**src/core/rsc_pkg.sv**
```systemverilog
// Package with register map, codes, reset values and timing counts of the reset controller.
package rsc_pkg;

    // ------------------------------------------------------------
    // Register offsets (byte addresses on the AXI4-Lite bus)
    // ------------------------------------------------------------
    localparam logic [3:0] ADDR_PIN_GUARD = 4'h0; // Pin function guard register.
    localparam logic [3:0] ADDR_TRIP_FLAGS = 4'h4; // Trip flag register.
    localparam logic [3:0] ADDR_THRESHOLD = 4'h8; // Threshold select register.
    localparam logic [3:0] ADDR_STATUS = 4'hc; // Read-only state of the sequencer.

    // ------------------------------------------------------------
    // Codes and reset values
    // ------------------------------------------------------------
    localparam logic [7:0] PIN_CODE_IO = 8'h55; // Shared pin is plain I/O.
    localparam logic [7:0] PIN_CODE_CLEAR = 8'haa; // Shared pin is the external clear input.
    localparam logic [7:0] PIN_GUARD_RESET = 8'h55; // Reset value of the pin guard.
    localparam logic [7:0] THR_CODE_2V10 = 8'h55; // 2.1 V threshold.
    localparam logic [7:0] THR_CODE_2V55 = 8'h33; // 2.55 V threshold.
    localparam logic [7:0] THR_CODE_3V15 = 8'h99; // 3.15 V threshold.
    localparam logic [7:0] THR_CODE_3V80 = 8'haa; // 3.8 V threshold.
    localparam logic [7:0] THR_RESET = 8'h55; // Power-on value of the threshold select.
    localparam logic [7:0] PORT_RESET = 8'hff; // Port data and control power-up value.

    // ------------------------------------------------------------
    // Trip flag bit positions
    // ------------------------------------------------------------
    localparam int FLAG_WDOG_BIT = 0; // Watchdog code trip flag.
    localparam int FLAG_THR_BIT = 1; // Threshold code trip flag.
    localparam int FLAG_UV_BIT = 2; // Undervoltage trip flag.
    localparam int FLAG_PIN_BIT = 3; // Pin code trip flag.

    // ------------------------------------------------------------
    // Timing
    // ------------------------------------------------------------
    localparam int CLK_MHZ = 250; // System clock rate in MHz.
    localparam int HOLD_LONG_MS = 48; // Start-up hold after power-on, undervoltage and every other internal reset.
    localparam int HOLD_SHORT_MS = 16; // Start-up hold after the external clear pin.
    localparam int HOLD_LONG_CYC = HOLD_LONG_MS * CLK_MHZ * 1000;
    localparam int HOLD_SHORT_CYC = HOLD_SHORT_MS * CLK_MHZ * 1000;
    localparam int GUARD_TRIP_CYC = 16; // Default guard trip delay in cycles.
    localparam int DEBOUNCE_CYC = 64; // Default undervoltage debounce in cycles.

    // Sequencer states, Gray coded along reset -> hold -> run.
    typedef enum logic [1:0]
    {
        RSC_RESET = 2'b00,
        RSC_HOLD = 2'b01,
        RSC_RUN = 2'b11
    } rsc_state_t;

endpackage

```
**src/core/rsc_reset_controller.sv**
```systemverilog
// Reset source controller with AXI4-Lite registers and start-up hold sequencing.
`timescale 1ns/100ps
// ------------------------------------------------------------
// ------------------------------------------------------------
module rsc_reset_controller
    import rsc_pkg::*;
#(
    parameter int HOLD_LONG = HOLD_LONG_CYC, // Long start-up hold in cycles.
    parameter int HOLD_SHORT = HOLD_SHORT_CYC, // Short start-up hold in cycles.
    parameter int GUARD_TRIP = GUARD_TRIP_CYC, // Guard trip delay in cycles.
    parameter int DEBOUNCE = DEBOUNCE_CYC // Undervoltage debounce in cycles.
)
(
    input wire logic MCLK, // System clock.
    input wire logic RSTN, // Power-on reset, synchronous, active low.
    input wire logic EXTERNAL_CLEAR_PIN_N, // External clear pin, active low.
    input wire logic SUPPLY_LOW, // Comparator says supply below threshold.
    input wire logic POWER_DOWN, // Device is in power-down mode.
    input wire logic WATCHDOG_CODE_BAD, // Watchdog enable code invalid.
    input wire logic WATCHDOG_TIMEOUT, // Watchdog time-out warm reset request.
    input wire logic PIN_SHARE_OUT, // Other pin-sharing function output value.
    input wire logic PIN_SHARE_OE, // Other pin-sharing function output enable.
    input wire logic [3:0] S_AXI_AWADDR,
    input wire logic S_AXI_AWVALID,
    output logic S_AXI_AWREADY,
    input wire logic [31:0] S_AXI_WDATA,
    input wire logic [3:0] S_AXI_WSTRB,
    input wire logic S_AXI_WVALID,
    output logic S_AXI_WREADY,
    output logic [1:0] S_AXI_BRESP,
    output logic S_AXI_BVALID,
    input wire logic S_AXI_BREADY,
    input wire logic [3:0] S_AXI_ARADDR,
    input wire logic S_AXI_ARVALID,
    output logic S_AXI_ARREADY,
    output logic [31:0] S_AXI_RDATA,
    output logic [1:0] S_AXI_RRESP,
    output logic S_AXI_RVALID,
    input wire logic S_AXI_RREADY,
    output logic CORE_RESET_N, // Low while the core is held in reset.
    output logic PC_CLEAR, // Program counter forced to zero.
    output logic PORT_INIT, // Port data and control load all ones.
    output logic [7:0] PORT_INIT_VALUE, // Value loaded into port registers.
    output logic PIN_OUT, // Shared pin output value.
    output logic PIN_OE, // Shared pin output enable, high when driving.
    output logic [1:0] THRESHOLD_LEVEL // Selected threshold voltage index.
);

    // ------------------------------------------------------------
    // Input synchronisers
    // ------------------------------------------------------------
    logic [1:0] clr_sync; // Clear pin synchroniser; bit 0 is the first stage.
    logic [1:0] low_sync; // Supply comparator synchroniser.

    // The pin and comparator are asynchronous; the first stage feeds only the second.
    always_ff @(posedge MCLK)
    begin
        if (!RSTN)
        begin
            clr_sync <= 2'b11;
            low_sync <= 2'b00;
        end
        else
        begin
            clr_sync <= {clr_sync[0], EXTERNAL_CLEAR_PIN_N};
            low_sync <= {low_sync[0], SUPPLY_LOW};
        end
    end

    // ------------------------------------------------------------
    // Registers and decode
    // ------------------------------------------------------------
    logic [7:0] pin_function_code; // Pin function guard contents.
    logic [7:0] threshold_code; // Threshold select contents.
    logic [3:0] trip_flags; // Sticky trip flags.
    rsc_state_t state; // Sequencer state.
    logic clear_mode; // Shared pin acts as external clear input.
    logic pin_code_bad; // Pin function code is neither valid code.
    logic thr_code_bad; // Threshold code is none of the four.
    logic pin_reset; // Clear pin is low while in clear mode.
    logic uv_trip; // Debounced undervoltage event.
    logic pin_trip; // Guard delay expired for the pin code.
    logic thr_trip; // Guard delay expired for the threshold code.
    logic wdog_trip; // Guard delay expired for the watchdog code.
    logic hold_is_short; // Current hold was started by the clear pin.
    logic pin_held; // Clear-pin reset persists until the pin goes high again.
    logic wr_fire; // Write address and data both captured and no response pending.
    logic [3:0] wr_addr; // Latched write address.
    logic [31:0] wr_data; // Latched write data.
    logic aw_held; // Write address captured.
    logic w_held; // Write data captured.

    assign clear_mode = (pin_function_code == PIN_CODE_CLEAR);
    assign pin_code_bad = !clear_mode && (pin_function_code != PIN_CODE_IO);
    assign thr_code_bad = !(threshold_code inside
        {THR_CODE_2V10, THR_CODE_2V55, THR_CODE_3V15, THR_CODE_3V80});
    assign pin_reset = clear_mode && !clr_sync[1];
    // The pin code falls back to I/O on the reset itself, so the pin is then watched on its
    // own until it rises; otherwise the hold would start while the pin is still low.
    assign pin_held = hold_is_short && (state == RSC_RESET) && !clr_sync[1];
    assign wr_fire = aw_held && w_held && !S_AXI_BVALID;

    // ------------------------------------------------------------
    // Guard trip delay counters
    // ------------------------------------------------------------
    logic [15:0] guard_cnt [3]; // One counter per protected code.
    logic [2:0] guard_bad; // Invalid-code condition per counter.
    logic [2:0] guard_hit; // Counter expiry per protected code.
    assign guard_bad = {WATCHDOG_CODE_BAD, thr_code_bad, pin_code_bad};
    assign {wdog_trip, thr_trip, pin_trip} = guard_hit;

    // Each counter starts on an invalid code and trips the reset when it expires.
    for (genvar g = 0; g < 3; g++)
    begin : gen_guard
        always_ff @(posedge MCLK)
        begin
            if (!RSTN || state != RSC_RUN || !guard_bad[g])
            begin
                guard_cnt[g] <= 16'h0000;
            end
            else if (guard_cnt[g] != 16'(GUARD_TRIP))
            begin
                guard_cnt[g] <= guard_cnt[g] + 16'h0001;
            end
        end
        assign guard_hit[g] = (guard_cnt[g] == 16'(GUARD_TRIP));
    end

    // ------------------------------------------------------------
    // Undervoltage debounce
    // ------------------------------------------------------------
    logic [15:0] uv_cnt; // Cycles the low supply has persisted.

    // Dips shorter than the debounce are ignored; power-down stops detection.
    always_ff @(posedge MCLK)
    begin
        if (!RSTN || POWER_DOWN || !low_sync[1] || state != RSC_RUN)
        begin
            uv_cnt <= 16'h0000;
        end
        else if (uv_cnt != 16'(DEBOUNCE))
        begin
            uv_cnt <= uv_cnt + 16'h0001;
        end
    end
    // The count stays at its end value for one cycle after the trip; gating by the run
    // state keeps that stale count from firing a second time.
    assign uv_trip = (uv_cnt == 16'(DEBOUNCE)) && (state == RSC_RUN);

    // ------------------------------------------------------------
    // Reset sequencer
    // ------------------------------------------------------------
    logic [31:0] hold_cnt; // Start-up hold counter.
    logic any_trip; // Any internal reset cause this cycle.
    assign any_trip = uv_trip || pin_trip || thr_trip || wdog_trip || WATCHDOG_TIMEOUT;

    // Reset lasts while the pin is low; then the hold timer runs before release.
    always_ff @(posedge MCLK)
    begin
        if (!RSTN)
        begin
            state <= RSC_RESET;
            hold_cnt <= 32'h0;
            hold_is_short <= 1'b0;
        end
        else if (pin_reset || pin_held)
        begin
            state <= RSC_RESET;
            hold_cnt <= 32'h0;
            hold_is_short <= 1'b1;
        end
        else
        begin
            case (state)
                RSC_RESET:
                begin
                    state <= RSC_HOLD;
                    hold_cnt <= 32'h0;
                end
                RSC_HOLD:
                begin
                    if (hold_cnt == 32'(hold_is_short ? HOLD_SHORT - 1 : HOLD_LONG - 1))
                    begin
                        state <= RSC_RUN;
                    end
                    hold_cnt <= hold_cnt + 32'h1;
                end
                RSC_RUN:
                begin
                    if (any_trip)
                    begin
                        state <= RSC_RESET;
                        hold_is_short <= 1'b0;
                    end
                end
                default:
                begin
                    state <= RSC_RESET;
                end
            endcase
        end
    end

    // Core reset, program counter clear and port initialisation outputs.
    always_ff @(posedge MCLK)
    begin
        if (!RSTN)
        begin
            CORE_RESET_N <= 1'b0;
            PC_CLEAR <= 1'b1;
            PORT_INIT <= 1'b1;
            PORT_INIT_VALUE <= PORT_RESET;
        end
        else
        begin
            CORE_RESET_N <= (state == RSC_RUN) && !any_trip && !pin_reset;
            PC_CLEAR <= (state != RSC_RUN) || any_trip || pin_reset;
            // Only power-on initialises ports; other resets leave them alone.
            PORT_INIT <= 1'b0;
            PORT_INIT_VALUE <= PORT_RESET;
        end
    end

    // ------------------------------------------------------------
    // Register write path and protected registers
    // ------------------------------------------------------------
    // The pin code falls back to its default on any reset but the watchdog warm reset; the threshold code only on power-on and its own trip.
    always_ff @(posedge MCLK)
    begin
        if (!RSTN)
        begin
            pin_function_code <= PIN_GUARD_RESET;
            threshold_code <= THR_RESET;
        end
        else
        begin
            if (state == RSC_RUN && (pin_trip || thr_trip || wdog_trip || uv_trip || pin_reset))
            begin
                pin_function_code <= PIN_GUARD_RESET;
            end
            else if (wr_fire && wr_addr == ADDR_PIN_GUARD && S_AXI_WSTRB[0])
            begin
                pin_function_code <= wr_data[7:0];
            end
            if (thr_trip)
            begin
                threshold_code <= THR_RESET;
            end
            else if (wr_fire && wr_addr == ADDR_THRESHOLD && S_AXI_WSTRB[0])
            begin
                threshold_code <= wr_data[7:0];
            end
        end
    end

    // Flags set by hardware; software writes zero to clear; a set wins over a clear.
    always_ff @(posedge MCLK)
    begin
        if (!RSTN)
        begin
            trip_flags <= 4'h0;
        end
        else
        begin
            for (int i = 0; i < 4; i++)
            begin
                if (wr_fire && wr_addr == ADDR_TRIP_FLAGS && S_AXI_WSTRB[0] && !wr_data[i])
                begin
                    trip_flags[i] <= 1'b0;
                end
            end
            if (pin_trip && state == RSC_RUN)
                trip_flags[FLAG_PIN_BIT] <= 1'b1;
            if (uv_trip)
                trip_flags[FLAG_UV_BIT] <= 1'b1;
            if (thr_trip && state == RSC_RUN)
                trip_flags[FLAG_THR_BIT] <= 1'b1;
            if (wdog_trip && state == RSC_RUN)
                trip_flags[FLAG_WDOG_BIT] <= 1'b1;
        end
    end

    // ------------------------------------------------------------
    // Pin muxing and threshold level
    // ------------------------------------------------------------
    // Clear mode wins over any other pin-sharing function and floats the pin.
    always_ff @(posedge MCLK)
    begin
        if (!RSTN)
        begin
            PIN_OUT <= 1'b0;
            PIN_OE <= 1'b0;
            THRESHOLD_LEVEL <= 2'd0;
        end
        else
        begin
            PIN_OUT <= clear_mode ? 1'b0 : PIN_SHARE_OUT;
            PIN_OE <= clear_mode ? 1'b0 : PIN_SHARE_OE;
            case (threshold_code)
                THR_CODE_2V55: THRESHOLD_LEVEL <= 2'd1;
                THR_CODE_3V15: THRESHOLD_LEVEL <= 2'd2;
                THR_CODE_3V80: THRESHOLD_LEVEL <= 2'd3;
                default: THRESHOLD_LEVEL <= 2'd0;
            endcase
        end
    end

    // ------------------------------------------------------------
    // AXI4-Lite slave
    // ------------------------------------------------------------
    // Address and data are captured independently; the response follows both.
    always_ff @(posedge MCLK)
    begin
        if (!RSTN)
        begin
            aw_held <= 1'b0;
            w_held <= 1'b0;
            wr_addr <= 4'h0;
            wr_data <= 32'h0;
            S_AXI_AWREADY <= 1'b0;
            S_AXI_WREADY <= 1'b0;
            S_AXI_BVALID <= 1'b0;
            S_AXI_BRESP <= 2'b00;
        end
        else
        begin
            S_AXI_AWREADY <= !aw_held && !S_AXI_AWREADY && !S_AXI_BVALID;
            S_AXI_WREADY <= !w_held && !S_AXI_WREADY && !S_AXI_BVALID;
            if (S_AXI_AWVALID && S_AXI_AWREADY)
            begin
                aw_held <= 1'b1;
                wr_addr <= S_AXI_AWADDR;
            end
            if (S_AXI_WVALID && S_AXI_WREADY)
            begin
                w_held <= 1'b1;
                wr_data <= S_AXI_WDATA;
            end
            if (wr_fire)
            begin
                aw_held <= 1'b0;
                w_held <= 1'b0;
                S_AXI_BVALID <= 1'b1;
                // Unmapped or read-only addresses answer SLVERR.
                S_AXI_BRESP <= (wr_addr == ADDR_PIN_GUARD || wr_addr == ADDR_TRIP_FLAGS
                    || wr_addr == ADDR_THRESHOLD) ? 2'b00 : 2'b10;
            end
            else if (S_AXI_BVALID && S_AXI_BREADY)
            begin
                S_AXI_BVALID <= 1'b0;
            end
        end
    end

    // Reads return one cycle after the address is taken.
    always_ff @(posedge MCLK)
    begin
        if (!RSTN)
        begin
            S_AXI_ARREADY <= 1'b0;
            S_AXI_RVALID <= 1'b0;
            S_AXI_RDATA <= 32'h0;
            S_AXI_RRESP <= 2'b00;
        end
        else
        begin
            S_AXI_ARREADY <= !S_AXI_ARREADY && !S_AXI_RVALID && S_AXI_ARVALID;
            if (S_AXI_ARVALID && S_AXI_ARREADY)
            begin
                S_AXI_RVALID <= 1'b1;
                S_AXI_RRESP <= 2'b00;
                case (S_AXI_ARADDR)
                    ADDR_PIN_GUARD: S_AXI_RDATA <= {24'h0, pin_function_code};
                    ADDR_TRIP_FLAGS: S_AXI_RDATA <= {28'h0, trip_flags};
                    ADDR_THRESHOLD: S_AXI_RDATA <= {24'h0, threshold_code};
                    ADDR_STATUS: S_AXI_RDATA <= {29'h0, hold_is_short, state};
                    default:
                    begin
                        S_AXI_RDATA <= 32'h0;
                        S_AXI_RRESP <= 2'b10;
                    end
                endcase
            end
            else if (S_AXI_RVALID && S_AXI_RREADY)
            begin
                S_AXI_RVALID <= 1'b0;
            end
        end
    end

    // ------------------------------------------------------------
    // Assertions
    // ------------------------------------------------------------
    a_pin_flag_set: assert property (@(posedge MCLK) disable iff (!RSTN)
        (pin_trip && state == RSC_RUN) |=> trip_flags[FLAG_PIN_BIT])
        else $error("pin code trip flag not set");
    a_uv_flag_set: assert property (@(posedge MCLK) disable iff (!RSTN)
        uv_trip |=> trip_flags[FLAG_UV_BIT] && state == RSC_RESET)
        else $error("undervoltage trip did not reset or flag");
    a_thr_restore: assert property (@(posedge MCLK) disable iff (!RSTN)
        thr_trip |=> threshold_code == THR_RESET && trip_flags[FLAG_THR_BIT])
        else $error("threshold code not restored");
    a_wdog_flag: assert property (@(posedge MCLK) disable iff (!RSTN)
        (wdog_trip && state == RSC_RUN) |=> trip_flags[FLAG_WDOG_BIT])
        else $error("watchdog code trip flag not set");
    a_upper_zero: assert property (@(posedge MCLK) disable iff (!RSTN)
        (S_AXI_RVALID && $past(S_AXI_ARADDR) == ADDR_TRIP_FLAGS && $rose(S_AXI_RVALID))
        |-> S_AXI_RDATA[31:4] == 28'h0)
        else $error("trip flag upper bits not zero");
    a_clear_override: assert property (@(posedge MCLK) disable iff (!RSTN)
        clear_mode |=> !PIN_OE)
        else $error("pin driven in clear mode");
    a_clear_reset: assert property (@(posedge MCLK) disable iff (!RSTN)
        pin_reset |=> state == RSC_RESET ##1 !CORE_RESET_N && PC_CLEAR)
        else $error("clear pin did not reset core");
    a_guard_delay: assert property (@(posedge MCLK) disable iff (!RSTN)
        (state == RSC_RUN && $rose(pin_code_bad)) |-> !pin_trip [*3])
        else $error("guard trip too early");
    a_pd_no_uv: assert property (@(posedge MCLK) disable iff (!RSTN)
        POWER_DOWN |=> uv_cnt == 16'h0000)
        else $error("undervoltage detection active in power-down");
    a_thr_keep: assert property (@(posedge MCLK) disable iff (!RSTN)
        (uv_trip && !thr_trip && !wr_fire) |=> $stable(threshold_code))
        else $error("threshold changed on undervoltage reset");

endmodule

```
**config.mk**
```make
export PLATFORM = sky130hd
export DESIGN_NAME = rsc_reset_controller
export DESIGN_NICKNAME = d
export VERILOG_FILES = /design/src/core/rsc_pkg.sv /design/src/core/rsc_reset_controller.sv
export SDC_FILE = /design/constraint.sdc
export NUM_CORES = 1
export LEC_CHECK = 0
export ABC_AREA = 1
export BUFFER_PORTS_ARGS = -buffer_cell sky130_fd_sc_hd__buf_4
export CORE_MARGIN = 4
export CORE_UTILIZATION = 45
export CTS_CLUSTER_DIAMETER = 40
export DETAILED_ROUTE_END_ITERATION = 16
export PLACE_DENSITY = 0.67
export SETUP_SLACK_MARGIN = 0.4
export SLEW_MARGIN = 10
export SYNTH_ARGS = -nofsm -noshare
export SYNTH_HDL_FRONTEND = slang
export SYNTH_SLANG_ARGS = --single-unit
```
**constraint.sdc**
```tcl
create_clock -name MCLK -period 5.65 [get_ports MCLK]
set_input_delay 1.13 -clock MCLK [delete_from_list [all_inputs] [get_ports MCLK]]
set_output_delay 1.13 -clock MCLK [all_outputs]
set_load 0.1 [all_outputs]
```
==> run metrics, run 1 <==
port buffer count 52; vias in the first global route 6,342; WS Path Type input pin to flip-flop; sequential area share after synthesis 0.452; MaxCap Viol Count 0; async set or reset register ratio after synthesis 0; Worst-path clk slew ~0.060 ns; Synth Warn # 0; status finished clean; first-pass GRT wire length 29.3 mm; TritonRoute pass-1 iters 5; top post-synthesis cells by area dfxtp_1 (27%), edfxtp_1 (18%), nor2_1 (7.8%), nand2_1 (7.4%), inv_1 (6.9%); CTS root buf clkbuf_16; fin area approximately 9200 um^2; Detail Placement HPWL between 10 and 15 mm; diode count 0; TritonCTS Buffers 17; Vias between 6,000 and 7,000; largest net degree at the start of global routing 27; most frequent cell after synthesis nor2_1; GRT Total Usage 0.177; DP Area 8590 um^2; clk sinks approximately 160; CTS H-tree depth 4; Leak approximately 3.6 nW; worst flop-to-flop path startpoint state[1]; crit end category flip-flop; routability cong. approximately 0.87; CP Depth 6; endpoint of the worst hold path low_sync[1]; final worst path period need approximately 2.7 ns; Worst Path Buf+Inv 2; # nets final 1,197; biggest area consumer among synthesized cells dfxtp_1; # IOs between 100 and 150; Netlist Area Pre-Place between 8000 and 9000 um^2; Antenna Violating Nets Remaining 0; worst-path cell chain buf_4 > inv_2 > nor2_4 > o21ai_1 > nor2_2 > nand3_1; Least-Margin Pin Slew between 0.9 and 1 ns; Syn Area/Cell 7.57 um^2; FP Rows 48; setup ws final 2.94 ns; CTS tree built; layout cell share with drive strength beyond 1 0.113; starting density of the core 0.464; Yosys reg bits about 160; Slew Viols, Final 0; initial antenna violation count 0; clk buf depth 2; Post-Synthesis Cells 1,072; Post-synth EDFFs 48; post-CTS setup buffers 0; Reg2Reg Depth 3; die area 20,200 um^2; Avg Vias per Cell 5.01; RR Endpoint guard_cnt[0][7]; R2R Setup Slk between 3 and 4 ns; CP startpoint kind input pin; Peak Freq about 0.37 GHz; Critical Path Max Stage Delay 0.57 ns; DP Cell Count 1,336; Worst slew margin 0.395; Die Ht roughly 140 um; grt ovf 0; HP Class flip-flop to flip-flop; leading post-synthesis cells by instance count nor2_1 (168), nand2_1 (159), inv_1 (149); Resized cells post-CTS 0; Layout Cells excl Fill 1,368; total power approximately 2.5 mW; Core ar. about 17,000 um^2; Data arrival, critical path approximately 2.7 ns; CP max stage cell nand3_1; die width 142 um; routed wire length between 15 and 20 mm; wire per inst 12.8 um; clk_lat worst skew roughly 0.43 ns; Yosys top cell area share 0.274; Fin. Hold Viols 0; # DRC 0; CP required ~5.6 ns; Final Util 0.524; hold path startpoint low_sync[0]; CP Max Fanout 26; Area Overhead vs Synth 12.8%; Netlist cell types between 40 and 50; Fin Setup TNS 0 ns; pwr dens ~270 nW/um^2; cts hold-fix bufs 0; hold_ws about 0.42 ns; Hold Path Depth 2; ys flop type dfxtp_1; Crit path max-delay family simple AND/OR/NAND/NOR gates; VDD IR-drop max about 230 uV; RSZ-0062 raised after global routing no; period utilization 0.480; clk_skew ~0.0079 ns; dpl ws around 2.5 ns; DRT iter0 DRCs between 400 and 500; # setup viols final 0
==> power breakdown <==
part | total, mW | switching, mW | internal, mW
registers | 1.20 | 0.0117 | 1.18
clock network | 1.08 | 0.468 | 0.616
logic | 0.209 | 0.173 | 0.0356
==> placed cells by master (no fill, tap or decap), types with 2 or more instances in the layout <==
master     instances
nor2_1           168
nand2_1          159
inv_1            149
dfxtp_1          111
a21oi_1           84
o21ai_0           61
nand3_1           55
buf_4             52
edfxtp_1          48
nor3_1            35
conb_1            34
nand4_1           28
clkbuf_16         19
nor2_2            17
xor2_1            15
o22ai_1           14
nor4_1            12
ha_1               9
inv_2              7
nor3b_1            7
nand2_2            6
nor3_2             5
nand3b_1           4
a211oi_1           4
xnor2_1            4
clkinv_4           4
nor2_4             3
or2_2              3
clkinv_2           3
clkinv_1           2
nor3_4             2
nor4_2             2
o21a_1             2
clkbuf_1           2
inv_4              2
==> cell families after synthesis <==
group | synth area share
simple gates | 0.291
buf+inv | 0.112
compound gates | 0.111
other cells | 0.000926
xor+xnor | 0.0205
flops | 0.452
fa+ha+maj | 0.0139
==> routing by layer <==
layer  part of all wire  up-vias  GRT usage  wire [um]
li1                   -     3582          -          -
met4              0.023        0     0.0636        410
met2               0.46      156      0.279       8120
met1               0.47     3088      0.240       8250
met3              0.042       34     0.0390        731
met5                  0        -          0          0
==> registers in the layout, indices dropped and copies added (netlist names), 2 cells and up <==
register / flops
S_AXI_RDATA: 8
THRESHOLD_LEVEL: 2
clr_sync: 2
guard_cnt: 48
hold_cnt: 32
low_sync: 2
pin_function_code: 8
state: 2
threshold_code: 8
trip_flags: 4
uv_cnt: 16
wr_addr: 4
wr_data: 8
==> cell type report <==
class	count	area, um^2
Clock buffer	21	483
Timing Repair Buffer	52	390
Fill cell	1671	8320
Clock inverter	11	78.8
Sequential cell	159	3660
Inverter	158	593
Tap cell	225	282
Multi-Input combinational cell	742	3660
==> tightest hold or removal path, stage by stage, from the launching register on <==
cell	delay [ns]
dfxtp_1	0.31
nand2_1	0.05
inv_1	0.04
==> worst max-delay path by stage <==
| stage | startpoint | end | slack, ns |
|---|---|---|---|
| detailed placement | RSTN | guard_cnt[2][5] | 2.46 |
| global placement | RSTN | guard_cnt[2][5] | 2.48 |
| floorplan | RSTN | guard_cnt[1][0] | 3.34 |
| finish | RSTN | guard_cnt[1][0] | 2.94 |
| global route | RSTN | guard_cnt[1][14] | 2.77 |
| CTS | RSTN | guard_cnt[1][3] | 2.91 |
No activity file was read; power rests on OpenSTA's default activity.
==> inputs of run 2 (changes only) <==
- ABC_AREA: 1 -> 0
- PLACE_DENSITY: 0.67 -> 0.7
- clock period: 5.65 -> 2.3 ns (I/O delays scaled with it)
==> run 2 against run 1 <==
Effect of this change: clock power increased to 2.8 times the previous value; non-clock buffer count increased by 20; wire length decreased by 7.9%; register-to-register slack got worse by 2.9 ns; clock skew about the same; worst hold slack got worse by 0.20 ns; sequential share of layout area increased by 0.52 points; area after synthesis decreased by 4.8%; die area decreased by 4.5%; synthesized cell count decreased by 24%; critical endpoint is now PC_CLEAR; highest routed layer unchanged.
==> run metrics, run 2 <==
Slew Viols, Final 0; Vias between 5,000 and 6,000; clk buf depth 2; Worst-path clk slew 0.06 ns; multi-input logic area around 3800 um^2; routed wire length approximately 16 mm; HP Class input pin to flip-flop; CP Max Fanout 3; Synth Warn # 0; # fillers approximately 1,500; P_int approximately 4.8 mW; Post-synth EDFFs 48; layout cell share with drive strength beyond 1 0.163; Worst slew margin 0.645; async set or reset register ratio after synthesis 0; final worst path period need around 1.9 ns; MaxCap Viol Count 0; max FFs per register 48; leading post-synthesis cells by instance count nor2_1 (125), dfxtp_1 (111), nand2_1 (63); Yosys reg bits about 160; Netlist Area Pre-Place 7720 um^2; vias in the first global route roughly 5,400; wire per inst about 15 um; Antenna Violating Nets Remaining 0; clk sinks 159; Fin. Hold Viols 0; RSZ-0062 raised after global routing yes; most common cell after layout, fill and taps aside nor2_1; CP startpoint kind flip-flop; port buffer count 52; top post-synthesis cells by area dfxtp_1 (29%), edfxtp_1 (19%), nor2_1 (6.1%), xnor2_1 (4.9%), xor2_1 (4.5%); # setup viols final 0; most frequent cells in the layout nor2_1 (125), dfxtp_1 (109), buf_4 (70); Leak ~3.3 nW; # DRC 0; setup ws final 0.437 ns; ys flop type dfxtp_1; Reg area between 3000 and 4000 um^2; Largest regs guard_cnt (48), hold_cnt (32), uv_cnt (16); GRT Total Usage 0.167; clk_lat worst skew about 0.43 ns; most frequent cell after synthesis nor2_1; CP required 2.61 ns; CTS H-tree depth 4; DRT iter0 DRCs 370; Fin Setup TNS 0 ns; Gate power share 0.079; R2R Setup Slk between 0.4 and 0.5 ns; NetSw between 1.5 and 2 mW; TritonCTS Buffers 17; biggest area consumer among synthesized cells dfxtp_1; cts hold-fix bufs 0; sequential area share after synthesis 0.474; # nets final approximately 940; Area Overhead vs Synth 17.1%; WS Path Type flip-flop to flip-flop; Detail Placement HPWL 11.2 mm; CTS tree built; CTS root buf clkbuf_16; period utilization 0.810; Reg2Reg Depth 7; pwr dens about 700 nW/um^2; Data arrival, critical path around 2.2 ns; die area roughly 19,000 um^2; grt ovf 0; Reg with most FFs guard_cnt; worst flop-to-flop path startpoint guard_cnt[1][1]; Least-Margin Pin Slew ~0.53 ns; Post-Synthesis Cells 812; Netlist cell types between 60 and 70; # IOs 114; part of the power in registers 0.456; Peak Freq about 0.54 GHz; die width 139 um; RR Endpoint PC_CLEAR; worst setup path endpoint PC_CLEAR; largest net degree at the start of global routing 34; Clk pwr share 0.465; clk_skew between 0.007 and 0.008 ns; status finished clean; Syn Area/Cell 9.51 um^2; FP Rows between 40 and 50; first-pass GRT wire length 26.7 mm; starting density of the core 0.462; diode count 0; initial antenna violation count 0; TritonRoute pass-1 iters 5; Yosys top cell area share 0.288; Avg Vias per Cell roughly 5.2; dpl ws between 0.2 and 0.25 ns; crit path launch guard_cnt[1][1]; Core ar. approximately 17,000 um^2; switching share of total power 0.246; VDD IR-drop max about 620 uV; routability cong. around 0.8; Die Ht between 100 and 150 um; crit end category flip-flop
run 2: per-stage QoR:
stage | hold WS, ns | instances | power (mW) | cell area (um^2) | util
final | 0.213 | 1110 | 6.42 | 9040 | 0.541
after global routing | 0.211 | 1110 | 6.63 | 9040 | 0.541
after CTS | 0.198 | 1106 | 6.48 | 8910 | 0.533
after detailed placement | 0.419 | 1071 | 3.49 | 8240 | 0.493
after global placement | 0.418 | 1071 | 3.49 | 8240 | 0.493
after floorplan | 0.386 | 844 | 3.44 | 7850 | -
run 2: cell families after synthesis:
family,synth area share
AND/OR/NAND/NOR,0.276
AO/OA/AOI/OAI,0.0462
other,0.000972
XOR/XNOR,0.0941
adder cells (fa/ha/maj),0.0146
flip-flops,0.474
multiplexers,0.0360
buffers and inverters,0.0582
run 2: metal layers:
| metal | track usage | wire length (um) |
|---|---|---|
| met1 | 0.231 | 7760 |
| met2 | 0.258 | 7390 |
| met3 | 0.0352 | 685 |
| met4 | 0.0659 | 295 |
| met5 | 0 | 0 |
run 2: final cells by class:
class	count	area share
clock inverter	14	0.0208
clock buffer	18	0.0486
sequential	159	0.405
inverter	22	0.00913
tap	220	0.0304
timing repair buffer	72	0.0606
multi-input combinational	605	0.425
run 2: repair_timing:
action                                 4_1_cts  5_1_grt
resized for setup                            5       19
pin swaps                                    4        6
endpoints found under the hold margin        0        0
buffers inserted                             3        4
setup endpoints to repair                   74      105
run 2: power by group through the flow:
stage          combinational [mW]  sequential (mW)  clock (mW)
2_1_floorplan               0.380             3.06           0
3_3_place_gp                0.500             2.99           0
3_5_place_dp                0.502             2.99           0
4_1_cts                     0.503             2.93        3.04
5_1_grt                     0.530             2.93        3.16
6_report                    0.507             2.93        2.99
run 2: how the worst min path moves through the flow:
stage / from / end / slack [ns] / cells past startpoint
after floorplan: clr_sync[0] / clr_sync[1] / 0.39 / 1
after global placement: low_sync[0] / low_sync[1] / 0.42 / 1
after detailed placement: low_sync[0] / low_sync[1] / 0.42 / 1
after CTS: EXTERNAL_CLEAR_PIN_N / clr_sync[0] / 0.20 / 2
after global routing: EXTERNAL_CLEAR_PIN_N / clr_sync[0] / 0.21 / 2
final: EXTERNAL_CLEAR_PIN_N / clr_sync[0] / 0.21 / 2
run 2: worst max-delay path, cell delays in order, from the launching register on:
cell and delay [ns]:
edfxtp_1 0.39, inv_1 0.07, ha_1 0.18, nor4b_4 0.14
a41oi_1 0.30, and4_4 0.28, nand3_1 0.12, or2_1 0.26
